**src/shared/sst_cfg.svh**
```systemverilog
`ifndef SST_CFG_SVH
`define SST_CFG_SVH

// Register offsets on the plain register port
`define SST_A_IRQCTL 4'h0
`define SST_A_PIRQEN 4'h1
`define SST_A_PIRQFL 4'h2
`define SST_A_RXSTC 4'h3
`define SST_A_BAUD 4'h4
`define SST_A_HOLD 4'h5
`define SST_A_TXSTC 4'h6
`define SST_A_EVST 4'h7
`define SST_A_EVCLR 4'h8
`define SST_A_EVEN 4'h9
`define SST_A_LINK 4'hA

// Field positions
`define SST_IC_GLOBAL 7
`define SST_IC_PERIPH 6
`define SST_PI_TXFREE 4
`define SST_RS_SERIAL_PORT_ENABLE 7
`define SST_RS_SINGLE_RECEIVE_ENABLE 5
`define SST_RS_CONTINUOUS_RECEIVE_ENABLE 4
`define SST_RS_ADDRESS_DETECT_ENABLE 3
`define SST_TS_CLOCK_SOURCE_SELECT 7
`define SST_TS_NINE 6
`define SST_TS_TRANSMIT_ENABLE 5
`define SST_TS_SYNC 4
`define SST_TS_EMPTY 1
`define SST_TS_NINTH 0
`define SST_EV_LOAD 0
`define SST_EV_DONE 1
`define SST_LK_CK 0
`define SST_LK_DT 1

// Write masks: status and unimplemented bits are not stored
`define SST_TS_WMASK 8'hF5
`define SST_RS_WMASK 8'hF8

// Reset values and frame lengths
`define SST_RST8 8'h00
`define SST_RST_EV 2'h0
`define SST_LEN8 4'h8
`define SST_LEN9 4'h9
`define SST_CNT_ZERO 4'h0
`define SST_CNT_STEP 4'h1
`define SST_NEV 2

`endif

```
**src/shared/sst_pkg.sv**
```systemverilog
package sst_pkg;
    typedef logic [3:0] sst_addr_type;
    typedef logic [7:0] sst_byte_type;
    typedef logic [8:0] sst_word_type;
    typedef logic [1:0] sst_ev_type;
    typedef enum logic {SST_IDLE, SST_SHIFT} sst_state_type;
endpackage

```
**src/shared/sst_shift_if.sv**
```systemverilog
`timescale 1ns/1ns
interface sst_shift_if;
    logic load;
    sst_pkg::sst_word_type word;
    logic len9;
    logic abort;
    logic ck_rise;
    logic ck_fall;
    logic empty;
    logic done;
    logic dt_out;
    modport ctrl(output load, word, len9, abort, ck_rise, ck_fall,
                 input empty, done, dt_out);
    modport shift(input load, word, len9, abort, ck_rise, ck_fall,
                  output empty, done, dt_out);
endinterface

```
**src/hdl/sst_shifter.sv**
```systemverilog
`timescale 1ns/1ns
`include "sst_cfg.svh"
module sst_shifter (
    input wire logic mclk,
    input wire logic rst_n,
    sst_shift_if.shift sif
);
    import sst_pkg::*;

    sst_state_type st_reg, st_next;
    sst_word_type sr_reg, sr_next;
    logic [3:0] cnt_reg, cnt_next;
    logic [3:0] len_reg, len_next;
    logic dt_reg, dt_next;
    logic done_reg, done_next;

    // Next-state of the transmit shift register, LSB first
    always_comb begin
        st_next = st_reg;
        sr_next = sr_reg;
        cnt_next = cnt_reg;
        len_next = len_reg;
        dt_next = dt_reg;
        done_next = 1'b0;
        if (sif.abort) begin
            st_next = SST_IDLE;
            cnt_next = `SST_CNT_ZERO;
        end else begin
            case (st_reg)
                SST_IDLE: begin
                    if (sif.load) begin
                        st_next = SST_SHIFT;
                        sr_next = sif.word;
                        len_next = sif.len9 ? `SST_LEN9 : `SST_LEN8;
                        cnt_next = `SST_CNT_ZERO;
                    end
                end
                SST_SHIFT: begin
                    // Master clock rise puts next bit out; fall after last ends
                    if (sif.ck_rise && cnt_reg != len_reg) begin
                        dt_next = sr_reg[0];
                        sr_next = {1'b0, sr_reg[8:1]};
                        cnt_next = cnt_reg + `SST_CNT_STEP;
                    end else if (sif.ck_fall && cnt_reg == len_reg) begin
                        st_next = SST_IDLE;
                        done_next = 1'b1;
                    end
                end
                default: begin
                    st_next = SST_IDLE;
                end
            endcase
        end
    end

    // Register stage
    always_ff @(posedge mclk) begin
        if (!rst_n) begin
            st_reg <= SST_IDLE;
            sr_reg <= '0;
            cnt_reg <= `SST_CNT_ZERO;
            len_reg <= `SST_LEN8;
            dt_reg <= 1'b0;
            done_reg <= 1'b0;
        end else begin
            st_reg <= st_next;
            sr_reg <= sr_next;
            cnt_reg <= cnt_next;
            len_reg <= len_next;
            dt_reg <= dt_next;
            done_reg <= done_next;
        end
    end

    assign sif.empty = (st_reg == SST_IDLE);
    assign sif.done = done_reg;
    assign sif.dt_out = dt_reg;
endmodule

```
**src/hdl/sst_top.sv**
```systemverilog
// The implementer's own choices: the register addresses and the plain strobed port.
`timescale 1ns/1ns
`include "sst_cfg.svh"
// Overview of operation
// - Sync mode, slave clock, port enable bits
// - Transmit only while both receive enables clear
// - Behaves like master transmit except sleep
// - In sleep, first loads, second waits
// - After first shifts out, second loads, flag
// - Flag with enables wakes; global enables service
// - Nine-bit option sends dedicated ninth bit
// - Transmit enable; writing holding starts transfer
module sst_top (
    input wire logic mclk,
    input wire logic rst_n,
    input wire sst_pkg::sst_addr_type bus_addr,
    input wire sst_pkg::sst_byte_type bus_wdata,
    input wire logic bus_wr,
    input wire logic bus_rd,
    output sst_pkg::sst_byte_type bus_rdata,
    input wire logic link_ck,
    input wire logic link_dt_in,
    output logic link_dt_out,
    output logic link_dt_oe,
    input wire logic sleep_mode,
    output logic wake_req,
    output logic isr_req,
    output logic irq
);
    import sst_pkg::*;

    sst_shift_if sif();

    // Software-visible storage
    sst_byte_type ictl_reg, ictl_next;
    sst_byte_type pie_reg, pie_next;
    sst_byte_type rsc_reg, rsc_next;
    sst_byte_type baud_reg, baud_next;
    sst_byte_type tsc_reg, tsc_next;
    sst_byte_type hold_reg, hold_next;
    logic hold9_reg, hold9_next;
    logic full_reg, full_next;
    sst_ev_type evst_reg, evst_next;
    sst_ev_type even_reg, even_next;
    sst_byte_type rdata_reg, rdata_next;

    // Pin synchronisers and edge history
    logic ck_s1_reg, ck_s2_reg, ck_s3_reg;
    logic ck_s1_next, ck_s2_next, ck_s3_next;
    logic dt_s1_reg, dt_s2_reg;
    logic dt_s1_next, dt_s2_next;

    // Registered interrupt and wake outputs
    logic irq_reg, irq_next;
    logic wake_reg, wake_next;
    logic isr_reg, isr_next;

    // Decoded control and events
    logic tx_active;
    logic buf_free;
    logic load;
    logic wr_hold;
    logic wr_clr;
    sst_ev_type ev;
    sst_byte_type tsc_view;
    sst_byte_type pir_view;
    sst_byte_type link_view;

    // Transmit path is live only in synchronous slave transmit setup
    assign tx_active = rsc_reg[`SST_RS_SERIAL_PORT_ENABLE]
                     & tsc_reg[`SST_TS_SYNC]
                     & ~tsc_reg[`SST_TS_CLOCK_SOURCE_SELECT]
                     & ~rsc_reg[`SST_RS_SINGLE_RECEIVE_ENABLE]
                     & ~rsc_reg[`SST_RS_CONTINUOUS_RECEIVE_ENABLE]
                     & tsc_reg[`SST_TS_TRANSMIT_ENABLE];

    // Address detect is left to software and does not gate sending

    // Holding moves into an idle shifter, in sleep or not alike
    assign load = tx_active & full_reg & sif.empty;

    // Buffer-free flag: holding register can take another character
    assign buf_free = tx_active & ~full_reg;

    assign wr_hold = bus_wr & (bus_addr == `SST_A_HOLD);
    assign wr_clr = bus_wr & (bus_addr == `SST_A_EVCLR);

    // Events that set sticky status bits
    always_comb begin
        ev = `SST_RST_EV;
        ev[`SST_EV_LOAD] = load;
        ev[`SST_EV_DONE] = sif.done;
    end

    // Read views with hardware status bits merged in
    always_comb begin
        tsc_view = tsc_reg;
        tsc_view[`SST_TS_EMPTY] = sif.empty;
        pir_view = `SST_RST8;
        pir_view[`SST_PI_TXFREE] = buf_free;
        link_view = `SST_RST8;
        link_view[`SST_LK_CK] = ck_s2_reg;
        link_view[`SST_LK_DT] = dt_s2_reg;
    end

    // Drive the shifter through the shared interface
    assign sif.load = load;
    assign sif.word = {hold9_reg, hold_reg};
    assign sif.len9 = tsc_reg[`SST_TS_NINE];
    assign sif.abort = ~tx_active;
    assign sif.ck_rise = ck_s2_reg & ~ck_s3_reg;
    assign sif.ck_fall = ~ck_s2_reg & ck_s3_reg;

    sst_shifter u_shift (
        .mclk(mclk),
        .rst_n(rst_n),
        .sif(sif)
    );

    // Next values of configuration registers
    always_comb begin
        ictl_next = ictl_reg;
        pie_next = pie_reg;
        rsc_next = rsc_reg;
        baud_next = baud_reg;
        tsc_next = tsc_reg;
        even_next = even_reg;
        if (bus_wr) begin
            case (bus_addr)
                `SST_A_IRQCTL: ictl_next = bus_wdata;
                `SST_A_PIRQEN: pie_next = bus_wdata;
                `SST_A_RXSTC: rsc_next = bus_wdata & `SST_RS_WMASK;
                `SST_A_BAUD: baud_next = bus_wdata;
                `SST_A_TXSTC: tsc_next = bus_wdata & `SST_TS_WMASK;
                `SST_A_EVEN: even_next = bus_wdata[`SST_NEV-1:0];
                default: ictl_next = ictl_reg;
            endcase
        end
    end

    // Configuration register stage
    always_ff @(posedge mclk) begin
        if (!rst_n) begin
            ictl_reg <= `SST_RST8;
            pie_reg <= `SST_RST8;
            rsc_reg <= `SST_RST8;
            baud_reg <= `SST_RST8;
            tsc_reg <= `SST_RST8;
            even_reg <= `SST_RST_EV;
        end else begin
            ictl_reg <= ictl_next;
            pie_reg <= pie_next;
            rsc_reg <= rsc_next;
            baud_reg <= baud_next;
            tsc_reg <= tsc_next;
            even_reg <= even_next;
        end
    end

    // Holding register: a new write wins over the transfer out
    always_comb begin
        hold_next = hold_reg;
        hold9_next = hold9_reg;
        full_next = full_reg;
        if (load) begin
            full_next = 1'b0;
        end
        if (wr_hold) begin
            hold_next = bus_wdata;
            hold9_next = tsc_reg[`SST_TS_NINTH];
            full_next = 1'b1;
        end
    end

    // Holding register stage
    always_ff @(posedge mclk) begin
        if (!rst_n) begin
            hold_reg <= `SST_RST8;
            hold9_reg <= 1'b0;
            full_reg <= 1'b0;
        end else begin
            hold_reg <= hold_next;
            hold9_reg <= hold9_next;
            full_reg <= full_next;
        end
    end

    // Sticky event bits; a set in the clear cycle wins
    genvar gi;
    generate
        for (gi = 0; gi < `SST_NEV; gi = gi + 1) begin : g_ev
            assign evst_next[gi] = ev[gi] | (evst_reg[gi] & ~(wr_clr & bus_wdata[gi]));
        end
    endgenerate

    // Event status stage
    always_ff @(posedge mclk) begin
        if (!rst_n) begin
            evst_reg <= `SST_RST_EV;
        end else begin
            evst_reg <= evst_next;
        end
    end

    // Pin synchronisers: the second stage feeds logic, and the clock's third stage feeds the edge detect
    always_comb begin
        ck_s1_next = link_ck;
        ck_s2_next = ck_s1_reg;
        ck_s3_next = ck_s2_reg;
        dt_s1_next = link_dt_in;
        dt_s2_next = dt_s1_reg;
    end

    // Synchroniser stage
    always_ff @(posedge mclk) begin
        if (!rst_n) begin
            ck_s1_reg <= 1'b0;
            ck_s2_reg <= 1'b0;
            ck_s3_reg <= 1'b0;
            dt_s1_reg <= 1'b0;
            dt_s2_reg <= 1'b0;
        end else begin
            ck_s1_reg <= ck_s1_next;
            ck_s2_reg <= ck_s2_next;
            ck_s3_reg <= ck_s3_next;
            dt_s1_reg <= dt_s1_next;
            dt_s2_reg <= dt_s2_next;
        end
    end

    // Wake and service requests from the buffer-free flag; irq from enabled event status bits
    always_comb begin
        wake_next = buf_free & pie_reg[`SST_PI_TXFREE]
                  & ictl_reg[`SST_IC_PERIPH];
        isr_next = wake_next & ictl_reg[`SST_IC_GLOBAL];
        irq_next = |(evst_reg & even_reg);
    end

    // Request output stage
    always_ff @(posedge mclk) begin
        if (!rst_n) begin
            wake_reg <= 1'b0;
            isr_reg <= 1'b0;
            irq_reg <= 1'b0;
        end else begin
            wake_reg <= wake_next;
            isr_reg <= isr_next;
            irq_reg <= irq_next;
        end
    end

    // Read data for the cycle after a read strobe, zero otherwise
    always_comb begin
        rdata_next = `SST_RST8;
        if (bus_rd) begin
            case (bus_addr)
                `SST_A_IRQCTL: rdata_next = ictl_reg;
                `SST_A_PIRQEN: rdata_next = pie_reg;
                `SST_A_PIRQFL: rdata_next = pir_view;
                `SST_A_RXSTC: rdata_next = rsc_reg;
                `SST_A_BAUD: rdata_next = baud_reg;
                `SST_A_TXSTC: rdata_next = tsc_view;
                `SST_A_EVST: rdata_next = {6'h00, evst_reg};
                `SST_A_EVEN: rdata_next = {6'h00, even_reg};
                `SST_A_LINK: rdata_next = link_view;
                default: rdata_next = `SST_RST8;
            endcase
        end
    end

    // Read data stage
    always_ff @(posedge mclk) begin
        if (!rst_n) begin
            rdata_reg <= `SST_RST8;
        end else begin
            rdata_reg <= rdata_next;
        end
    end

    // Outputs; data pin is driven only while transmitting is set up
    assign bus_rdata = rdata_reg;
    assign link_dt_out = sif.dt_out;
    assign link_dt_oe = tx_active;
    assign wake_req = wake_reg;
    assign isr_req = isr_reg;
    assign irq = irq_reg;
endmodule

```
**config.mk**
```make
export PLATFORM = sky130hd
export DESIGN_NAME = sst_top
export DESIGN_NICKNAME = d
export VERILOG_FILES = /design/src/shared/sst_pkg.sv /design/src/shared/sst_shift_if.sv /design/src/hdl/sst_shifter.sv /design/src/hdl/sst_top.sv
export VERILOG_INCLUDE_DIRS = /design/src /design/src/shared
export SDC_FILE = /design/constraint.sdc
export NUM_CORES = 1
export LEC_CHECK = 0
export BUFFER_PORTS_ARGS = -buffer_cell sky130_fd_sc_hd__buf_4
export CORE_MARGIN = 1
export CORE_UTILIZATION = 30
export CTS_BUF_LIST = sky130_fd_sc_hd__clkbuf_4
export CTS_CLUSTER_DIAMETER = 60
export CTS_CLUSTER_SIZE = 40
export DETAILED_ROUTE_END_ITERATION = 8
export GPL_TIMING_DRIVEN = 0
export HOLD_SLACK_MARGIN = 0.15
export PLACE_DENSITY = 0.48
export SYNTH_ARGS = -nofsm -noshare
export SYNTH_HDL_FRONTEND = slang
export SYNTH_SLANG_ARGS = --single-unit
```
**constraint.sdc**
```tcl
create_clock -name mclk -period 2.3 [get_ports mclk]
set_clock_uncertainty 0.2 [all_clocks]
set_input_delay 0.69 -clock mclk [delete_from_list [all_inputs] [get_ports mclk]]
set_output_delay 0.69 -clock mclk [all_outputs]
set_load 0.02 [all_outputs]
```
# Yosys cells after proc, flatten, opt, wreduce, memory -nomap -nowiden
# Index checks and enable logic that the tools add are counted.
word_totals:
  reg_bits: 85
  input_bits: 19
  output_inout_bits: 13
  wordCells: 106
classes:
  n_addsub: 1
  n_eq_ne: 14
  mux: 15
  bitwise: 33
  n_reduce_logical: 18
ops:
  columns: ["op", "count"]
  rows:
  - ["$pmux W8 S9", 1]
  - ["$and A1 B1 Y1", 19]
  - ["$mux W9", 2]
  - ["$pmux W9 S2", 1]
  - ["$reduce_and A2 Y1", 9]
  - ["$eq A4 B3 Y1 const B", 4]
  - ["$eq A4 B4 Y1 const B", 3]
  - ["$not A1 Y1", 11]
  - ["$reduce_and A3 Y1", 3]
  - ["$eq A4 B2 Y1 const B", 2]
  - ["$mux W4", 2]
  - ["$pmux W4 S2", 1]
  - ["$mux W1", 7]
  - ["$add A4 B1 Y4 const B", 1]
  - ["$eq A4 B1 Y1 const B", 1]
  - ["$eq A4 B4 Y1", 1]
  - ["$logic_not A4 Y1", 1]
  - ["$ne A4 B4 Y1", 1]
  - ["$reduce_or A4 Y1", 1]
  - ["$and A2 B2 Y2", 1]
  - ["$logic_and A1 B1 Y1", 2]
  - ["$ne A2 B1 Y1 const B", 1]
  - ["$ne A2 B2 Y1 const B", 1]
  - ["$or A1 B1 Y1", 2]
  - ["3 further kinds", 3]

# Logic depth before layout (Yosys ltp)
logic_depth:
  word_depth: 9
  ltp_mapped: 6

# Cells and area by module
# From an unflattened synthesis, not the netlist that was laid out.
unflattened:
  hier_cells: 376
  hier_area_um2: 3618.5
by_module_without_submodules:
  columns: ["module", "instances", "cells_each", "area_per_inst_um2", "seq_area_each_um2"]
  rows:
  - ["sst_top", 1, 285, 2755.1, 1301.2]
  - ["sst_shifter", 1, 91, 863.3, 340.3]

# Worst setup path after synthesis
# Ideal clock, no wire load.
synth_path:
  path_type: "input to register"
  start: "input port bus_addr[1]"
  end: "register evst_reg[0]"
  setup_time_ps: 115
  arrival_ps: 1614
  t_required_ps: 1985
  setup_slack_ps: 371
  stages: 5
  path_cell_list: "buf_4 -> buf_2 -> nor4b_1 -> a21boi_0 -> o21a_1"
synth_between:
  elab_chain_cells: 6
synth_rtl:
  columns: ["element", "line", "source"]
  rows:
  - ["start: declaration", "sst_top.sv:16", "input wire sst_pkg::sst_addr_type bus_addr,"]
  - ["$eq A4 B4 Y1 (no source line)", null, null]
  - ["$and A1 B1 Y1", "sst_top.sv:86", "assign wr_clr = bus_wr & (bus_addr == `SST_A_EVCLR);"]
  - ["$and A1 B1 Y1", "sst_top.sv:192", "assign evst_next[gi] = ev[gi] | (evst_reg[gi] & ~(wr_clr & bus_wdata[gi]));"]
  - ["$not A1 Y1", "sst_top.sv:192", null]
  - ["$and A1 B1 Y1", "sst_top.sv:192", null]
  - ["$or A1 B1 Y1", "sst_top.sv:192", null]
  - ["end signal: assignment", "sst_top.sv:199", "evst_reg <= `SST_RST_EV;"]
  - ["end signal: assignment", "sst_top.sv:201", "evst_reg <= evst_next;"]
  - ["end: declaration", "sst_top.sv:43", "sst_ev_type evst_reg, evst_next;"]
# No other way between the ends.
# A chain may end at the register's enable or synchronous reset.

# Final worst setup path
layout_path:
  start: "register rsc_reg[4]"
  end: "output port link_dt_oe"
layout_between:
  elab_chain_cells: 3
layout_rtl:
  columns: ["element", "line", "source"]
  rows:
  - ["start: declaration", "sst_top.sv:37", "sst_byte_type rsc_reg, rsc_next;"]
  - ["start signal: assignment", "sst_top.sv:146", "rsc_reg <= `SST_RST8;"]
  - ["start signal: assignment", "sst_top.sv:153", "rsc_reg <= rsc_next;"]
  - ["$not A1 Y1", "sst_top.sv:74", "& ~rsc_reg[`SST_RS_CONTINUOUS_RECEIVE_ENABLE]"]
  - ["$and A1 B1 Y1 (2 in series)", "sst_top.sv:70", "assign tx_active = rsc_reg[`SST_RS_SERIAL_PORT_ENABLE]"]
  - ["end: declaration", "sst_top.sv:24", "output logic link_dt_oe,"]
# No other way between the ends.

==> results by group <==
Worst setup path
  – RR Endpoint: u_shift.sr_reg[2]
  – Reg2Reg Depth: 5
  – CP required: 1.41 ns
  – CP startpoint: rsc_reg[4]
  – R2R Setup Slk: 0.53 ns
  – Critical path endpoint category: output port
  – RR Startpoint: u_shift.cnt_reg[1]
  – WP data arrival: 1.36 ns
  – Critical Path Fanout Max: 2
  – Crit Path Class: flop to output port
  – Setup crit start kind: flop

Clock network
  – TritonCTS Buffers: 9
  – Clk buf depth: 2
  – CTS tree: done
  – Clock transition at path regs: 0.12 ns
  – Worst-Skew Late Latency: ~0.45 ns
  – Depth of the CTS H-tree: 3
  – Clock sinks: 82
  – CTS root buf: clkbuf_4

Outcome
  – Status: finished with violations
  – Failing checks: design-rule violations

Worst hold path
  – Worst Hold Class: flop to flop
  – Hold-critical path depth: 1
  – Hold Path Origin: ck_s1_reg
  – WHS Endpoint: ck_s2_reg

Power
  – Peak supply drop: between 0.0002 and 0.00025 V
  – Pwr dens: about 580 mW/mm²
  – Tot Pwr: 2.46 mW
  – Leakage: 1.59 nW

Global routing
  – Vias in the first global route: 2889
  – GRT overflow: 0
  – GRT Total Usage: roughly 17%
  – Pin count of the biggest net entering global routing: 14
  – Global-route wire length before repair: 16100 µm
  – Initial antenna violation count: 0

Synthesis
  – Post-synth EDFFs: 0
  – Net Count, Synth: 406
  – Area of the mapped netlist: 0.00369 mm²
  – Post-synthesis sequential area ratio: 44.5%
  – Synth Register Bits: 82
  – Syn. warnings: 0
  – Most instantiated library cell after synthesis: dfxtp_1
  – Main synth FF type: dfxtp_1
  – Ys async rst share: 0%
  – Synth top area cells: dfxtp_1 45%, mux2i_1 8.7%, a21boi_0 5.5%, nand2_1 4.9%, nor2b_1 4.4%
  – Post-Synthesis Cells: 386
  – Post-synth top area cell: dfxtp_1
  – Syn_area_per_cell: 9.55 µm²
  – Cell variety after synth: 56
  – Share of the synthesized area in the top cell type: 44.5%
  – Commonest cells post-synth: 82 x dfxtp_1, 48 x nand2_1, 32 x mux2i_1

Finish
  – Max FFs per register: 9
  – NumNets Final: between 400 and 500
  – Post-route cell area: 0.00427 mm²
  – Ratio of cells with drive above 1 in the final layout: 22.5%
  – Non-Filler Instances: 582
  – Filler Cell Count: 1276
  – Ant diodes: 0
  – Area grow syn2layout: 15.8%

Floorplan
  – Num ports: 32
  – Rows: 40
  – Die area: 0.0127 mm²
  – Die width: approximately 110 µm
  – Die H: 113 µm
  – Core Footprint: 0.0120 mm²
  – Initial Util: 30.7%

Timing
  – Final count of pins violating max slew: 0
  – Fmax: 445 MHz
  – Final setup viols: 0
  – Final setup margin: 0.0530 ns
  – RSZ-0062 raised after global routing: yes
  – WHS: 0.249 ns
  – Worst rel slew slack: 58.2%
  – Final hold viol count: 0
  – Period utilization: about 98%
  – Worst Tran Pin Value: ~0.63 ns
  – Min Clock Period, post-route: 2.25 ns

Place
  – Dpl ws: 0.00345 ns
  – IO buf count: 29
  – Post-DP Area: 0.00409 mm²
  – Routability cong.: 0.817
  – DP Cell Count: roughly 560
  – DP HPWL: between 7000 and 8000 µm

Drt
  – Routed WL: 10200 µm
  – Drt first-iter violations: 172
  – Number of detailed-route iterations in the first pass: 6
  – Drc violations: 4
  – Post-DRT Antenna Nets: 0
  – WL/cell: 17.6 µm
  – Drt via density: 5.01
  – Vias after detailed routing: 2914

Run
  – Max-Cap Viols: 0
==> worst max path at each step <==
| stage | to | slack, ns | depth (start not counted) |
|---|---|---|---|
| finish | link_dt_oe | 0.05 | 4 |
| global route | link_dt_oe | -0.03 | 4 |
| global placement | baud_reg[6] | 0.01 | 5 |
| CTS | link_dt_oe | 0.02 | 4 |
| detailed placement | baud_reg[5] | 0.003 | 5 |
| floorplan | evst_reg[0] | 0.37 | 5 |
==> logic make-up after synthesis <==
family / count (synthesis) / synth area share, %
XOR/XNOR: 3 / 0.916
flip-flops: 82 / 44.5
multiplexers: 41 / 11.4
AO/OA/AOI/OAI: 70 / 14.0
buffers and inverters: 28 / 3.90
adder cells (fa/ha/maj): 1 / 0.339
AND/OR/NAND/NOR: 161 / 24.8
==> timing repair <==
action / in CTS / in global routing
pin swaps: 2 / 0
gates cloned: 0 / 0
setup buffers: 5 / 0
hold buffers: 0 / 0
setup endpoints to repair: 1 / 1
gates resized for setup: 8 / 1
==> per-stage QoR <==
stage	utilization, %	setup TNS, ns
floorplan	-	0
global route	35.6	-0.0296
finish	35.6	0
detailed placement	34.0	0
global placement	34.0	0
CTS	35.6	0
==> layer usage <==
| layer | wire length (µm) | vias up | global-route usage [%] |
|---|---|---|---|
| li1 | - | 1453 | - |
| met1 | 4850 | 1411 | 22.5 |
| met2 | 4900 | 42 | 26.5 |
| met3 | 372 | 8 | 4.34 |
| met4 | 113 | 0 | 5.18 |
| met5 | 0 | - | 0 |
==> layout make-up <==
type                    count  area (µm²)  area share, %
multi-input cells         276        1910           44.8
flip-flops and latches     82        1650           38.5
repair buffers             34         259           6.06
well taps                 147         184           4.31
plain buffers              25         133           3.10
clock buffers               9        67.6           1.58
clock inverters             6        57.6           1.35
inverters                   3        13.8          0.322
==> critical path, stage by stage (launching register included) <==
cell and delay (ns):
dfxtp_2 0.35, and4bb_2 0.33, nand2_4 0.08, inv_4 0.06, buf_6 0.10
==> power by group <==
part | switching, mW | internal [mW]
logic | 0.117 | 0.0748
registers | 0.00858 | 1.43
clock network | 0.509 | 0.321
==> cells in the final DEF, fill, tap and decap left out, drive strengths merged, types with 9 or more instances in the layout <==
cell	instances
a21boi	28
buf	49
clkbuf	19
dfxtp	82
mux2	9
mux2i	32
nand2	49
nand3	28
nor2	13
nor2b	26
o211ai	10
Power figures use the tool's default switching activity.
